--- src/logic/sdc_pkg.sv ---
// Purpose: shared constants and carriers for the steering condition logic
// Assumes: 40 MHz sys_clk, APB register access, one evaluation tick per ms
// Notes: configuration words are 16 bits wide in the low half of each word
package sdc_pkg;
  localparam int SDC_CLK_MHZ = 40;
  localparam int SDC_EVAL_PERIOD_US = 1000;
  localparam int SDC_EVAL_DIV_CYC = SDC_EVAL_PERIOD_US * SDC_CLK_MHZ;
  localparam logic [7:0] SDC_PRESENT_ON = 8'hFF;
  localparam logic [7:0] SDC_PRESENT_OFF = 8'h00;
  localparam logic [7:0] SDC_TYPE_OL_JOY = 8'h00;
  localparam logic [7:0] SDC_TYPE_CL_JOY = 8'h01;
  localparam logic [7:0] SDC_TYPE_MINI = 8'h02;
  localparam logic [7:0] SDC_TYPE_ANA_JOY = 8'h03;
  localparam logic [7:0] SDC_TYPE_EXT_JOY = 8'h14;
  localparam int SDC_NUM_SECTORS = 15;
  localparam int SDC_NUM_LEVELS = 3;
  localparam int SDC_NUM_CFG = 12;
  // Configuration word indices; byte offset is four times the index
  localparam int SDC_IX_SEC_PRESENT = 0;
  localparam int SDC_IX_SEC_TYPE = 1;
  localparam int SDC_IX_MINI_VEL = 2;
  localparam int SDC_IX_FLOW = 3;
  localparam int SDC_IX_STEADY_ERR = 4;
  localparam int SDC_IX_STEADY_TIME = 5;
  localparam int SDC_IX_ENGAGE_ERR = 6;
  localparam int SDC_IX_GD1_PRESENT = 7;
  localparam int SDC_IX_GD2_PRESENT = 8;
  localparam int SDC_IX_MSG_GAP = 9;
  localparam int SDC_IX_DEV_SPEED = 10;
  localparam int SDC_IX_PRG_SPEED = 11;
  localparam logic [11:0] SDC_OFF_ACCESS = 12'h030;
  localparam logic [11:0] SDC_OFF_STATUS = 12'h034;
  localparam logic [11:0] SDC_OFF_SECTOR_SEL = 12'h038;
  localparam logic [11:0] SDC_OFF_SECTOR_SUM = 12'h03C;
  localparam logic [15:0] SDC_CFG_RST [SDC_NUM_CFG] = '{
    16'h0000, 16'h0000, 16'h0010, 16'h0010, 16'h0020, 16'h0064,
    16'h0040, 16'h0000, 16'h0000, 16'h0064, 16'h0032, 16'h0032};
  localparam logic [3:0] SDC_CFG_SECTOR [SDC_NUM_CFG] = '{
    4'h5, 4'h5, 4'hB, 4'hB, 4'hB, 4'hB,
    4'hB, 4'h5, 4'h5, 4'h6, 4'h5, 4'h5};
  typedef enum logic [1:0] {
    SDC_LVL_NONE = 2'h0,
    SDC_LVL_DEALER = 2'h1,
    SDC_LVL_OEM = 2'h3,
    SDC_LVL_TOP = 2'h2
  } sdc_level_e;
  localparam logic [1:0] SDC_CFG_LEVEL [SDC_NUM_CFG] = '{
    2'h3, 2'h3, 2'h1, 2'h1, 2'h3, 2'h3,
    2'h3, 2'h3, 2'h3, 2'h3, 2'h3, 2'h3};
  localparam logic [3:0] SDC_SECTOR_RST = 4'h0;
  typedef struct packed {
    logic panel_enable;
    logic panel_disable;
    logic [1:0] panel_guid_sel;
    logic sec_cl_enable;
    logic sec_cl_active;
    logic normal_op;
    logic off_road_mode;
    logic signed [15:0] flow_cmd;
    logic signed [15:0] mini_velocity;
    logic signed [15:0] cl_error;
    logic signed [15:0] vehicle_speed;
  } sdc_in_s;
  typedef struct packed {
    logic off_road;
    logic program_switch_allowed;
    logic device_switch_allowed;
    logic guidance_inactive;
    logic guidance_ready;
    logic secondary_device_off;
    logic secondary_device_disabled;
    logic secondary_closed_loop_error_ok;
    logic secondary_closed_loop_enabled;
    logic secondary_open_loop_in_use;
  } sdc_cond_s;
endpackage : sdc_pkg

--- src/logic/sdc_tick_timer.sv ---
// Purpose: tick counter restarted by an event, saturating at its top
// Assumes: tick is a one-cycle enable from the evaluation divider
// Notes: restart wins over tick in the same cycle
`timescale 1ns/1ps
module sdc_tick_timer #(
  parameter int W = 16
) (
  input wire logic sys_clk,
  input wire logic reset_n,
  input wire logic tick,
  input wire logic restart,
  input wire logic [W-1:0] limit,
  output logic reached,
  output logic expired
);
  logic [W-1:0] count_q;
  logic [W-1:0] count_d;
  wire logic at_top = &count_q;

  assign count_d = restart ? '0 :
                   (tick && !at_top) ? count_q + W'(1) : count_q;
  assign reached = count_q >= limit;
  assign expired = count_q > limit;

  always_ff @(posedge sys_clk or negedge reset_n) begin
    if (!reset_n) begin
      count_q <= '0;
    end else begin
      count_q <= count_d;
    end
  end
endmodule : sdc_tick_timer

--- src/logic/sdc_condition_logic.sv ---
// Purpose: steering device selection conditions with APB configuration
// Assumes: message inputs come from decoders on sys_clk, no crossing needed
// Notes: conditions are sampled once per evaluation tick
// Operation
// - Types 0, 3, 20 are open-loop joysticks
// - Joystick latch needs flow once below limit
// - Open-loop in use: present, enabled, latched, flow high
// - Closed-loop enabled: present, enabled, type 1, flag
// - Closed-loop error within engage limit
// - Disabled when absent or panel disables
// - Off needs present and an idle branch
// - Mini wheel idle when velocity within limit
// - Open-loop idle when flow below limit
// - Closed-loop idle after steady time, inactive
// - Guidance ready needs present selected controller
// - Guidance latch set by not-intended command
// - Message gap beyond limit means unavailable
// - Guidance ready needs intended-for-steering commands
// - Guidance inactive when unselected, missing, unintended
// - Device switch only at low speed
// - Program switch only at low speed
// - Off-road needs normal state and mode
// - Parameters grouped into fifteen checksummed sectors
// - Three unlock codes gate parameter writes
`timescale 1ns/1ps
module sdc_condition_logic
  import sdc_pkg::*;
#(
  parameter int EVAL_DIV = SDC_EVAL_DIV_CYC,
  parameter logic [31:0] CODE_DEALER = 32'h0000_1111, // Arbitrary value
  parameter logic [31:0] CODE_OEM = 32'h0000_2222, // Arbitrary value
  parameter logic [31:0] CODE_TOP = 32'h0000_3333 // Arbitrary value
) (
  input wire logic sys_clk,
  input wire logic reset_n,
  input wire logic psel,
  input wire logic penable,
  input wire logic pwrite,
  input wire logic [11:0] paddr,
  input wire logic [31:0] pwdata,
  output logic [31:0] prdata,
  output logic pready,
  output logic pslverr,
  input wire sdc_in_s sense,
  input wire logic [1:0] guid_cmd_strobe,
  input wire logic [1:0] guid_cmd_intended,
  output sdc_cond_s cond
);
  function automatic logic [15:0] mag(input logic signed [15:0] v);
    mag = v[15] ? 16'(-v) : 16'(v);
  endfunction : mag

  // Evaluation tick divider
  logic [31:0] div_q;
  logic tick_q;
  wire logic div_end = div_q == 32'(EVAL_DIV - 1);
  always_ff @(posedge sys_clk or negedge reset_n) begin
    if (!reset_n) begin
      div_q <= '0;
      tick_q <= 1'b0;
    end else begin
      div_q <= div_end ? '0 : div_q + 32'h1;
      tick_q <= div_end;
    end
  end

  // APB decode
  wire logic setup = psel && !penable;
  wire logic [3:0] word_ix = paddr[5:2];
  wire logic in_range = paddr[11:6] == 6'h00 && paddr[1:0] == 2'h0;
  wire logic is_cfg = in_range && word_ix < 4'(SDC_NUM_CFG);
  wire logic is_access = paddr == SDC_OFF_ACCESS;
  wire logic is_status = paddr == SDC_OFF_STATUS;
  wire logic is_sel = paddr == SDC_OFF_SECTOR_SEL;
  wire logic is_sum = paddr == SDC_OFF_SECTOR_SUM;
  wire logic mapped = is_cfg || is_access || is_status || is_sel || is_sum;
  logic [1:0] level_q;
  logic [1:0] need_level;
  assign need_level = is_cfg ? SDC_CFG_LEVEL[word_ix] : 2'h0;
  // Gray-coded levels are ranked by decoded order
  function automatic logic [1:0] rank(input logic [1:0] lv);
    rank = {lv[1], lv[1] ^ lv[0]};
  endfunction : rank
  wire logic locked = is_cfg && rank(level_q) < rank(need_level);
  wire logic ro_write = pwrite && (is_status || is_sum);
  wire logic bad = !mapped || (pwrite && locked) || ro_write;
  // Writes land only at the edge where the master samples ready high
  wire logic wr_take = psel && penable && pready && pwrite && !bad;

  // Configuration words
  logic [15:0] cfg_q [SDC_NUM_CFG];
  genvar gi;
  for (gi = 0; gi < SDC_NUM_CFG; gi++) begin : g_cfg
    wire logic hit = wr_take && is_cfg && word_ix == 4'(gi);
    always_ff @(posedge sys_clk or negedge reset_n) begin
      if (!reset_n) begin
        cfg_q[gi] <= SDC_CFG_RST[gi];
      end else if (hit) begin
        cfg_q[gi] <= pwdata[15:0];
      end
    end
  end

  // Unlock: a matching code opens its level, anything else locks again
  logic [1:0] level_d;
  assign level_d = pwdata == CODE_TOP ? SDC_LVL_TOP :
                   pwdata == CODE_OEM ? SDC_LVL_OEM :
                   pwdata == CODE_DEALER ? SDC_LVL_DEALER : SDC_LVL_NONE;
  logic [3:0] sector_q;
  always_ff @(posedge sys_clk or negedge reset_n) begin
    if (!reset_n) begin
      level_q <= SDC_LVL_NONE;
      sector_q <= SDC_SECTOR_RST;
    end else begin
      if (wr_take && is_access) begin
        level_q <= level_d;
      end
      if (wr_take && is_sel && pwdata[3:0] < 4'(SDC_NUM_SECTORS)) begin
        sector_q <= pwdata[3:0];
      end
    end
  end

  // Sector checksum over the words that live in the selected sector
  logic [15:0] sector_sum;
  always_comb begin
    sector_sum = 16'h0000;
    for (int i = 0; i < SDC_NUM_CFG; i++) begin
      if (SDC_CFG_SECTOR[i] == sector_q) begin
        sector_sum = sector_sum + cfg_q[i];
      end
    end
  end

  logic [31:0] rd_word;
  assign rd_word = is_cfg ? {16'h0000, cfg_q[word_ix]} :
                   is_access ? {30'h0, level_q} :
                   is_status ? {22'h0, cond} :
                   is_sel ? {28'h0, sector_q} :
                   is_sum ? {16'h0000, sector_sum} : 32'h0;

  // One-cycle answer: ready rises in the first access cycle
  always_ff @(posedge sys_clk or negedge reset_n) begin
    if (!reset_n) begin
      pready <= 1'b0;
      pslverr <= 1'b0;
      prdata <= 32'h0;
    end else begin
      pready <= setup;
      if (setup) begin
        pslverr <= bad;
        prdata <= pwrite ? 32'h0 : rd_word;
      end
    end
  end

  // Secondary steering device
  wire logic [7:0] sec_present = cfg_q[SDC_IX_SEC_PRESENT][7:0];
  wire logic [7:0] sec_type = cfg_q[SDC_IX_SEC_TYPE][7:0];
  wire logic [15:0] flow_mag = mag(sense.flow_cmd);
  wire logic [15:0] vel_mag = mag(sense.mini_velocity);
  wire logic [15:0] err_mag = mag(sense.cl_error);
  wire logic [15:0] speed_mag = mag(sense.vehicle_speed);
  wire logic sec_on = sec_present == SDC_PRESENT_ON;
  wire logic type_ol = sec_type == SDC_TYPE_OL_JOY ||
                       sec_type == SDC_TYPE_ANA_JOY ||
                       sec_type == SDC_TYPE_EXT_JOY;
  wire logic type_cl = sec_type == SDC_TYPE_CL_JOY;
  wire logic type_mini = sec_type == SDC_TYPE_MINI;
  wire logic flow_low = flow_mag < cfg_q[SDC_IX_FLOW];
  logic joy_latch_q;
  wire logic steady_ok = err_mag < cfg_q[SDC_IX_STEADY_ERR];
  logic steady_reached;

  // Any cycle with the error at or above limit restarts the steady window
  sdc_tick_timer #(.W(16)) u_steady (
    .sys_clk(sys_clk),
    .reset_n(reset_n),
    .tick(tick_q),
    .restart(!steady_ok),
    .limit(cfg_q[SDC_IX_STEADY_TIME]),
    .reached(steady_reached),
    .expired()
  );

  wire logic ol_in_use = sec_on && sense.panel_enable && joy_latch_q &&
                         type_ol && !flow_low;
  wire logic cl_enabled = sec_on && sense.panel_enable && type_cl &&
                          sense.sec_cl_enable;
  wire logic cl_err_ok = err_mag <= cfg_q[SDC_IX_ENGAGE_ERR];
  wire logic sec_dis = sec_present == SDC_PRESENT_OFF ||
                       sense.panel_disable;
  wire logic idle_mini = type_mini &&
                         vel_mag <= cfg_q[SDC_IX_MINI_VEL];
  wire logic idle_ol = type_ol && flow_low;
  wire logic idle_cl = type_cl && steady_ok && steady_reached &&
                       !sense.sec_cl_active;
  wire logic sec_off = sec_on &&
                       (idle_mini || idle_ol || idle_cl);

  // Guidance controllers, first one has priority when both are selected
  logic [1:0] gd_seen_q;
  logic [1:0] gd_intent_q;
  logic [1:0] gd_expired;
  logic gd_latch_q;
  wire logic [1:0] gd_sel_pres = {
    cfg_q[SDC_IX_GD2_PRESENT][7:0] == SDC_PRESENT_ON &&
      sense.panel_guid_sel[1],
    cfg_q[SDC_IX_GD1_PRESENT][7:0] == SDC_PRESENT_ON &&
      sense.panel_guid_sel[0]};
  wire logic gd_any = |gd_sel_pres;
  wire logic gd_ix = !gd_sel_pres[0];
  for (gi = 0; gi < 2; gi++) begin : g_guid
    sdc_tick_timer #(.W(16)) u_gap (
      .sys_clk(sys_clk),
      .reset_n(reset_n),
      .tick(tick_q),
      .restart(guid_cmd_strobe[gi]),
      .limit(cfg_q[SDC_IX_MSG_GAP]),
      .reached(),
      .expired(gd_expired[gi])
    );
    always_ff @(posedge sys_clk or negedge reset_n) begin
      if (!reset_n) begin
        gd_seen_q[gi] <= 1'b0;
        gd_intent_q[gi] <= 1'b0;
      end else if (guid_cmd_strobe[gi]) begin
        gd_seen_q[gi] <= 1'b1;
        gd_intent_q[gi] <= guid_cmd_intended[gi];
      end
    end
  end
  wire logic gd_avail = gd_seen_q[gd_ix] && !gd_expired[gd_ix];
  wire logic gd_intent = gd_intent_q[gd_ix];
  wire logic gd_reset_seen = gd_any && guid_cmd_strobe[gd_ix] &&
                             !guid_cmd_intended[gd_ix];
  wire logic gd_ready = gd_any && gd_latch_q && gd_avail &&
                        gd_intent;
  wire logic gd_inactive = !gd_any || !gd_avail || !gd_intent;

  wire logic dev_sw = speed_mag <= cfg_q[SDC_IX_DEV_SPEED];
  wire logic prg_sw = speed_mag <= cfg_q[SDC_IX_PRG_SPEED];
  wire logic off_rd = sense.normal_op && sense.off_road_mode;

  sdc_cond_s cond_d;
  assign cond_d = '{
    off_road: off_rd,
    program_switch_allowed: prg_sw,
    device_switch_allowed: dev_sw,
    guidance_inactive: gd_inactive,
    guidance_ready: gd_ready,
    secondary_device_off: sec_off,
    secondary_device_disabled: sec_dis,
    secondary_closed_loop_error_ok: cl_err_ok,
    secondary_closed_loop_enabled: cl_enabled,
    secondary_open_loop_in_use: ol_in_use};

  // Latches only set; a guidance marking between ticks is still caught
  always_ff @(posedge sys_clk or negedge reset_n) begin
    if (!reset_n) begin
      joy_latch_q <= 1'b0;
      gd_latch_q <= 1'b0;
      cond <= '0;
    end else begin
      if (tick_q && type_ol && flow_low) begin
        joy_latch_q <= 1'b1;
      end
      if (gd_reset_seen) begin
        gd_latch_q <= 1'b1;
      end
      if (tick_q) begin
        cond <= cond_d;
      end
    end
  end

  // Checks
  a_cond_on_tick: assert property (@(posedge sys_clk) disable iff (!reset_n)
    !$past(tick_q) |-> $stable(cond))
    else $error("conditions changed without a tick");
  a_cond_follow: assert property (@(posedge sys_clk) disable iff (!reset_n)
    tick_q |=> cond == $past(cond_d))
    else $error("conditions not sampled on tick");
  a_ol_latch: assert property (@(posedge sys_clk) disable iff (!reset_n)
    ol_in_use |-> joy_latch_q && !flow_low && sec_on)
    else $error("open-loop in use without reset latch");
  a_ol_types: assert property (@(posedge sys_clk) disable iff (!reset_n)
    type_ol |-> sec_type inside {8'h00, 8'h03, 8'h14})
    else $error("wrong open-loop type decode");
  a_dis_absent: assert property (@(posedge sys_clk) disable iff (!reset_n)
    tick_q && sec_present == 8'h00 |=> cond.secondary_device_disabled)
    else $error("absent device not disabled");
  a_off_present: assert property (@(posedge sys_clk) disable iff (!reset_n)
    tick_q && !sec_on |=> !cond.secondary_device_off)
    else $error("device off while not present");
  a_gd_excl: assert property (@(posedge sys_clk) disable iff (!reset_n)
    !(cond.guidance_ready && cond.guidance_inactive))
    else $error("guidance ready and inactive together");
  a_gd_latch: assert property (@(posedge sys_clk) disable iff (!reset_n)
    gd_ready |-> gd_latch_q && gd_avail)
    else $error("guidance ready without reset marking");
  a_gap_expire: assert property (@(posedge sys_clk) disable iff (!reset_n)
    guid_cmd_strobe[0] |=> !gd_expired[0])
    else $error("gap timer not restarted by message");
  a_speed_gate: assert property (@(posedge sys_clk) disable iff (!reset_n)
    tick_q && speed_mag > cfg_q[SDC_IX_DEV_SPEED] |=>
    !cond.device_switch_allowed)
    else $error("device switch allowed above speed");
  a_lock_write: assert property (@(posedge sys_clk) disable iff (!reset_n)
    psel && penable && pready && pwrite && locked |->
    pslverr ##1 $stable(cfg_q[$past(word_ix)]))
    else $error("locked write was accepted");
  a_apb_ready: assert property (@(posedge sys_clk) disable iff (!reset_n)
    setup |=> pready)
    else $error("no answer one cycle after setup");
  c_ol_use: cover property (@(posedge sys_clk) disable iff (!reset_n)
    cond.secondary_open_loop_in_use);
  c_gd_ready: cover property (@(posedge sys_clk) disable iff (!reset_n)
    cond.guidance_ready);
  c_cl_off: cover property (@(posedge sys_clk) disable iff (!reset_n)
    cond.secondary_device_off && type_cl);
  c_unlock: cover property (@(posedge sys_clk) disable iff (!reset_n)
    level_q == SDC_LVL_TOP);
endmodule : sdc_condition_logic

--- config.mk ---
export PLATFORM = sky130hd
export DESIGN_NAME = sdc_condition_logic
export DESIGN_NICKNAME = d
export VERILOG_FILES = /design/src/logic/sdc_pkg.sv /design/src/logic/sdc_tick_timer.sv /design/src/logic/sdc_condition_logic.sv
export SDC_FILE = /design/constraint.sdc
export NUM_CORES = 1
export LEC_CHECK = 0
export BUFFER_PORTS_ARGS = -buffer_cell sky130_fd_sc_hd__buf_4
export CELL_PAD_IN_SITES_DETAIL_PLACEMENT = 1
export CELL_PAD_IN_SITES_GLOBAL_PLACEMENT = 1
export CORE_MARGIN = 2
export CORE_UTILIZATION = 49
export DETAILED_ROUTE_END_ITERATION = 6
export PLACE_DENSITY_LB_ADDON = 0.2
export SYNTH_ARGS = -nofsm -noshare
export SYNTH_HDL_FRONTEND = slang
export SYNTH_SLANG_ARGS = --single-unit
--- constraint.sdc ---
create_clock -name sys_clk -period 17.5 [get_ports sys_clk]
set_input_delay 1.75 -clock sys_clk [delete_from_list [all_inputs] [get_ports sys_clk]]
set_output_delay 1.75 -clock sys_clk [all_outputs]
set_load 0.005 [all_outputs]
==> reports/qor.yml <==
core_sq_um: 55200
grt_max_degree: 100
dp_cells: 3841
rows: 86
ctsResizeCount: 0
cellLeakagePower_nw: 14.6
num_antenna_cells: 0
synth_area_leaders: "dfrtp_1 (27%), ha_1 (14%), mux2_2 (4.9%)"
worstSetupEndpointType: "register"
yosysTopAreaCell: "dfrtp_1"
dp_slack_ns: 3.64
rsz0062_at_grt: "false"
synth.mux.area_fraction_pct: 12.1
die_area_sq_um: 57800
viasPerCell: 6.16
drcViolationCount: 0
synth_area_sq_um: 27400
cp_common_cell: "ha_1"
ys_seq_elements: 313
slew_headroom_pct: 25.5
setup.worst_path.class: "reg2reg"
avgRoutedWirePerCell_um: 24.4
final_hold_viol_count: 0
wirelength_um: 95400
drive_gt1_share_pct: 13.8
multi_input_area_sq_um: 18300
setup-violations-final: 0
hp-class: "reg2reg"
synth-adder-area-share_pct: 15.3
synth-simple-area-share_pct: 15.0
fin_hold_ws_ns: 0.476
pwr-share-comb_pct: 10.1
worst_path_dominant_cell_family: "compound AO/OA/AOI/OAI gates"
post_cts.repair.setup_buffers: 0
syn_to_final_growth_pct: 11.5
syn_area_per_cell_sq_um: 9.07
grt_pass1_wl_um: 147000
fmax_mhz: 69.9
synth.distinct_cells: 84
clockBufferDepth: 3
port_buffers: 152
finClkSkew_ns: 0.0193
synth_cells: 3020
cts_tree: "built"
cts_hold_buf: 0
final_cell_count_no_fill: 3911
grt_pass1_vias: 25800
cts-htree-levels: 2
yosysTopAreaCellShare_pct: 27.1
seq_area_sq_um: 7850
grt-ovfl-total: 0
grtUsageTotal_pct: 33.2
antenna_found_initial: 2
status: "completed"
critPathArrivalTime_ns: 14.75
power_switching_share_pct: 25.7
period_share_pct: 81.7
slew_violations: 0
tightest_slew_ns: 1.11
yosys.area_share.xor_xnor_pct: 7.95
clk_latency_ns: 0.57
p_sw_uw: 452
yosysWarnings: 0
fp.dieW_um: 240
worst-path-buf-inv: 3
tns_ns: 0
powerDensity_nw_per_um2: 57.6
place_congestion: 0.936
vdd_drop_max_mv: 0.0576
via_count: 24100
p_int_mw: 1.31
synth-compound-area-share_pct: 16.1
cp-start-kind: "register"
synth_top_family_by_area: "compound AO/OA/AOI/OAI gates"
drtIter0Drc: 1543
p_clk_share_pct: 48.6
maxCapViolCount: 0
pwr-share-seq_pct: 41.3
drtPass1Iterations: 5
path_clk_slew_ns: 0.06
cpPeakStageDelay_ns: 0.75
initial_utilization_pct: 49.6
synth_edf_count: 0
slowest_stage: "nor3b_1"
fin_nets: 3587
yosysSeqAreaShare_pct: 28.7
setup_ws_ns: 3.20
critPathRequiredTime_ns: 17.95
critPathMaxFanout: 36
synth_top_flop_cell: "dfrtp_1"
p_total_mw: 1.76
fillers: 6388
fin_crit_ns: 14.30
place_hpwl_um: 75000
cts_buffers: 39
die_y_um: 240
root_buffer: "clkbuf_16"
pin_count: 169
clock-sinks: 313
async_flop_share_pct: 100
ant_nets: 0
-- placed cells by master, fill, tap and decap left out, types with 64 or more instances in the layout --
cell | Yosys | routed
inv_1 | 228 | 228
nor2_1 | 189 | 189
a21o_1 | 87 | 87
dfrtp_1 | 297 | 297
nand3_1 | 64 | 64
buf_4 | 16 | 168
a21oi_1 | 134 | 134
o21ai_1 | 107 | 107
ha_1 | 317 | 317
o21ai_0 | 131 | 131
xor2_1 | 110 | 110
xnor2_1 | 136 | 136
nand2_1 | 255 | 255
mux2_2 | 120 | 120
-- power groups by stage --
stage / clock network, mW / logic (mW) / registers, mW
after floorplan: 0 / 0.0907 / 0.740
after detailed placement: 0 / 0.177 / 0.740
after global placement: 0 / 0.170 / 0.740
after CTS: 0.869 / 0.178 / 0.727
after global routing: 0.890 / 0.195 / 0.727
final: 0.855 / 0.178 / 0.727
-- final timing paths --
path | start | endpoint | slack, ns | cells after the start
worst max register to register | sector_q[2] | prdata[15] | 3.20 | 62
worst min-delay path | joy_latch_q | joy_latch_q | 0.48 | 1
worst max-delay path | sector_q[2] | prdata[15] | 3.20 | 62
max in group asynchronous | reset_n | cfg_q[128] | 14.71 | 2
min in group asynchronous | reset_n | cfg_q[157] | 1.24 | 1
worst min register to register | joy_latch_q | joy_latch_q | 0.48 | 1
-- through the flow --
step	util [%]	cell area (sq um)
2_1_floorplan	-	27500
3_3_place_gp	52.9	29200
3_5_place_dp	52.9	29200
4_1_cts	55.3	30500
5_1_grt	55.3	30500
6_report	55.3	30500
-- flip-flops by register name, summed over array words and instances (netlist names) --
signal	cells
u_steady.count_q	16
cond	10
gd_latch_q	1
level_q	2
gd_seen_q	2
joy_latch_q	1
tick_q	1
g_guid.u_gap.count_q	32
cfg_q	192
pslverr	1
div_q	32
prdata	16
pready	1
sector_q	4
gd_intent_q	2
-- cell usage after synthesis, types with 87 or more instances --
library cell and instances:
nand2_1 255, ha_1 317, inv_1 228, a21o_1 87, xnor2_1 136, a21oi_1 134, nor2_1 189, xor2_1 110
dfrtp_1 297, o21ai_0 131, o21ai_1 107, mux2_2 120
-- metal layers --
layer / routed length [um] / up-vias / GRT usage (%)
met5: 13 / - / 0
met4: 5900 / 2 / 18.2
met3: 5010 / 243 / 4.45
met2: 45600 / 674 / 57.0
met1: 38800 / 12100 / 40.2
li1: - / 11100 / -
-- final cells by class --
class                           instances  share of cell area (%)
Tap cell                              748                    3.06
Timing Repair Buffer                  169                    4.18
Sequential cell                       313                    25.7
Clock inverter                         12                   0.565
Inverter                              232                    2.85
Clock buffer                           58                    3.77
Multi-Input combinational cell       2379                    59.9
-- cell families (layout without fill, tap and decap cells) --
kind of cell / count (synthesis) / in the layout
adder cells (fa/ha/maj): 329 / 329
XOR/XNOR: 247 / 247
AO/OA/AOI/OAI: 695 / 695
flip-flops: 313 / 313
other: 1 / 16
multiplexers: 247 / 247
buffers and inverters: 343 / 471
AND/OR/NAND/NOR: 845 / 845
Power figures use the tool's default switching activity.
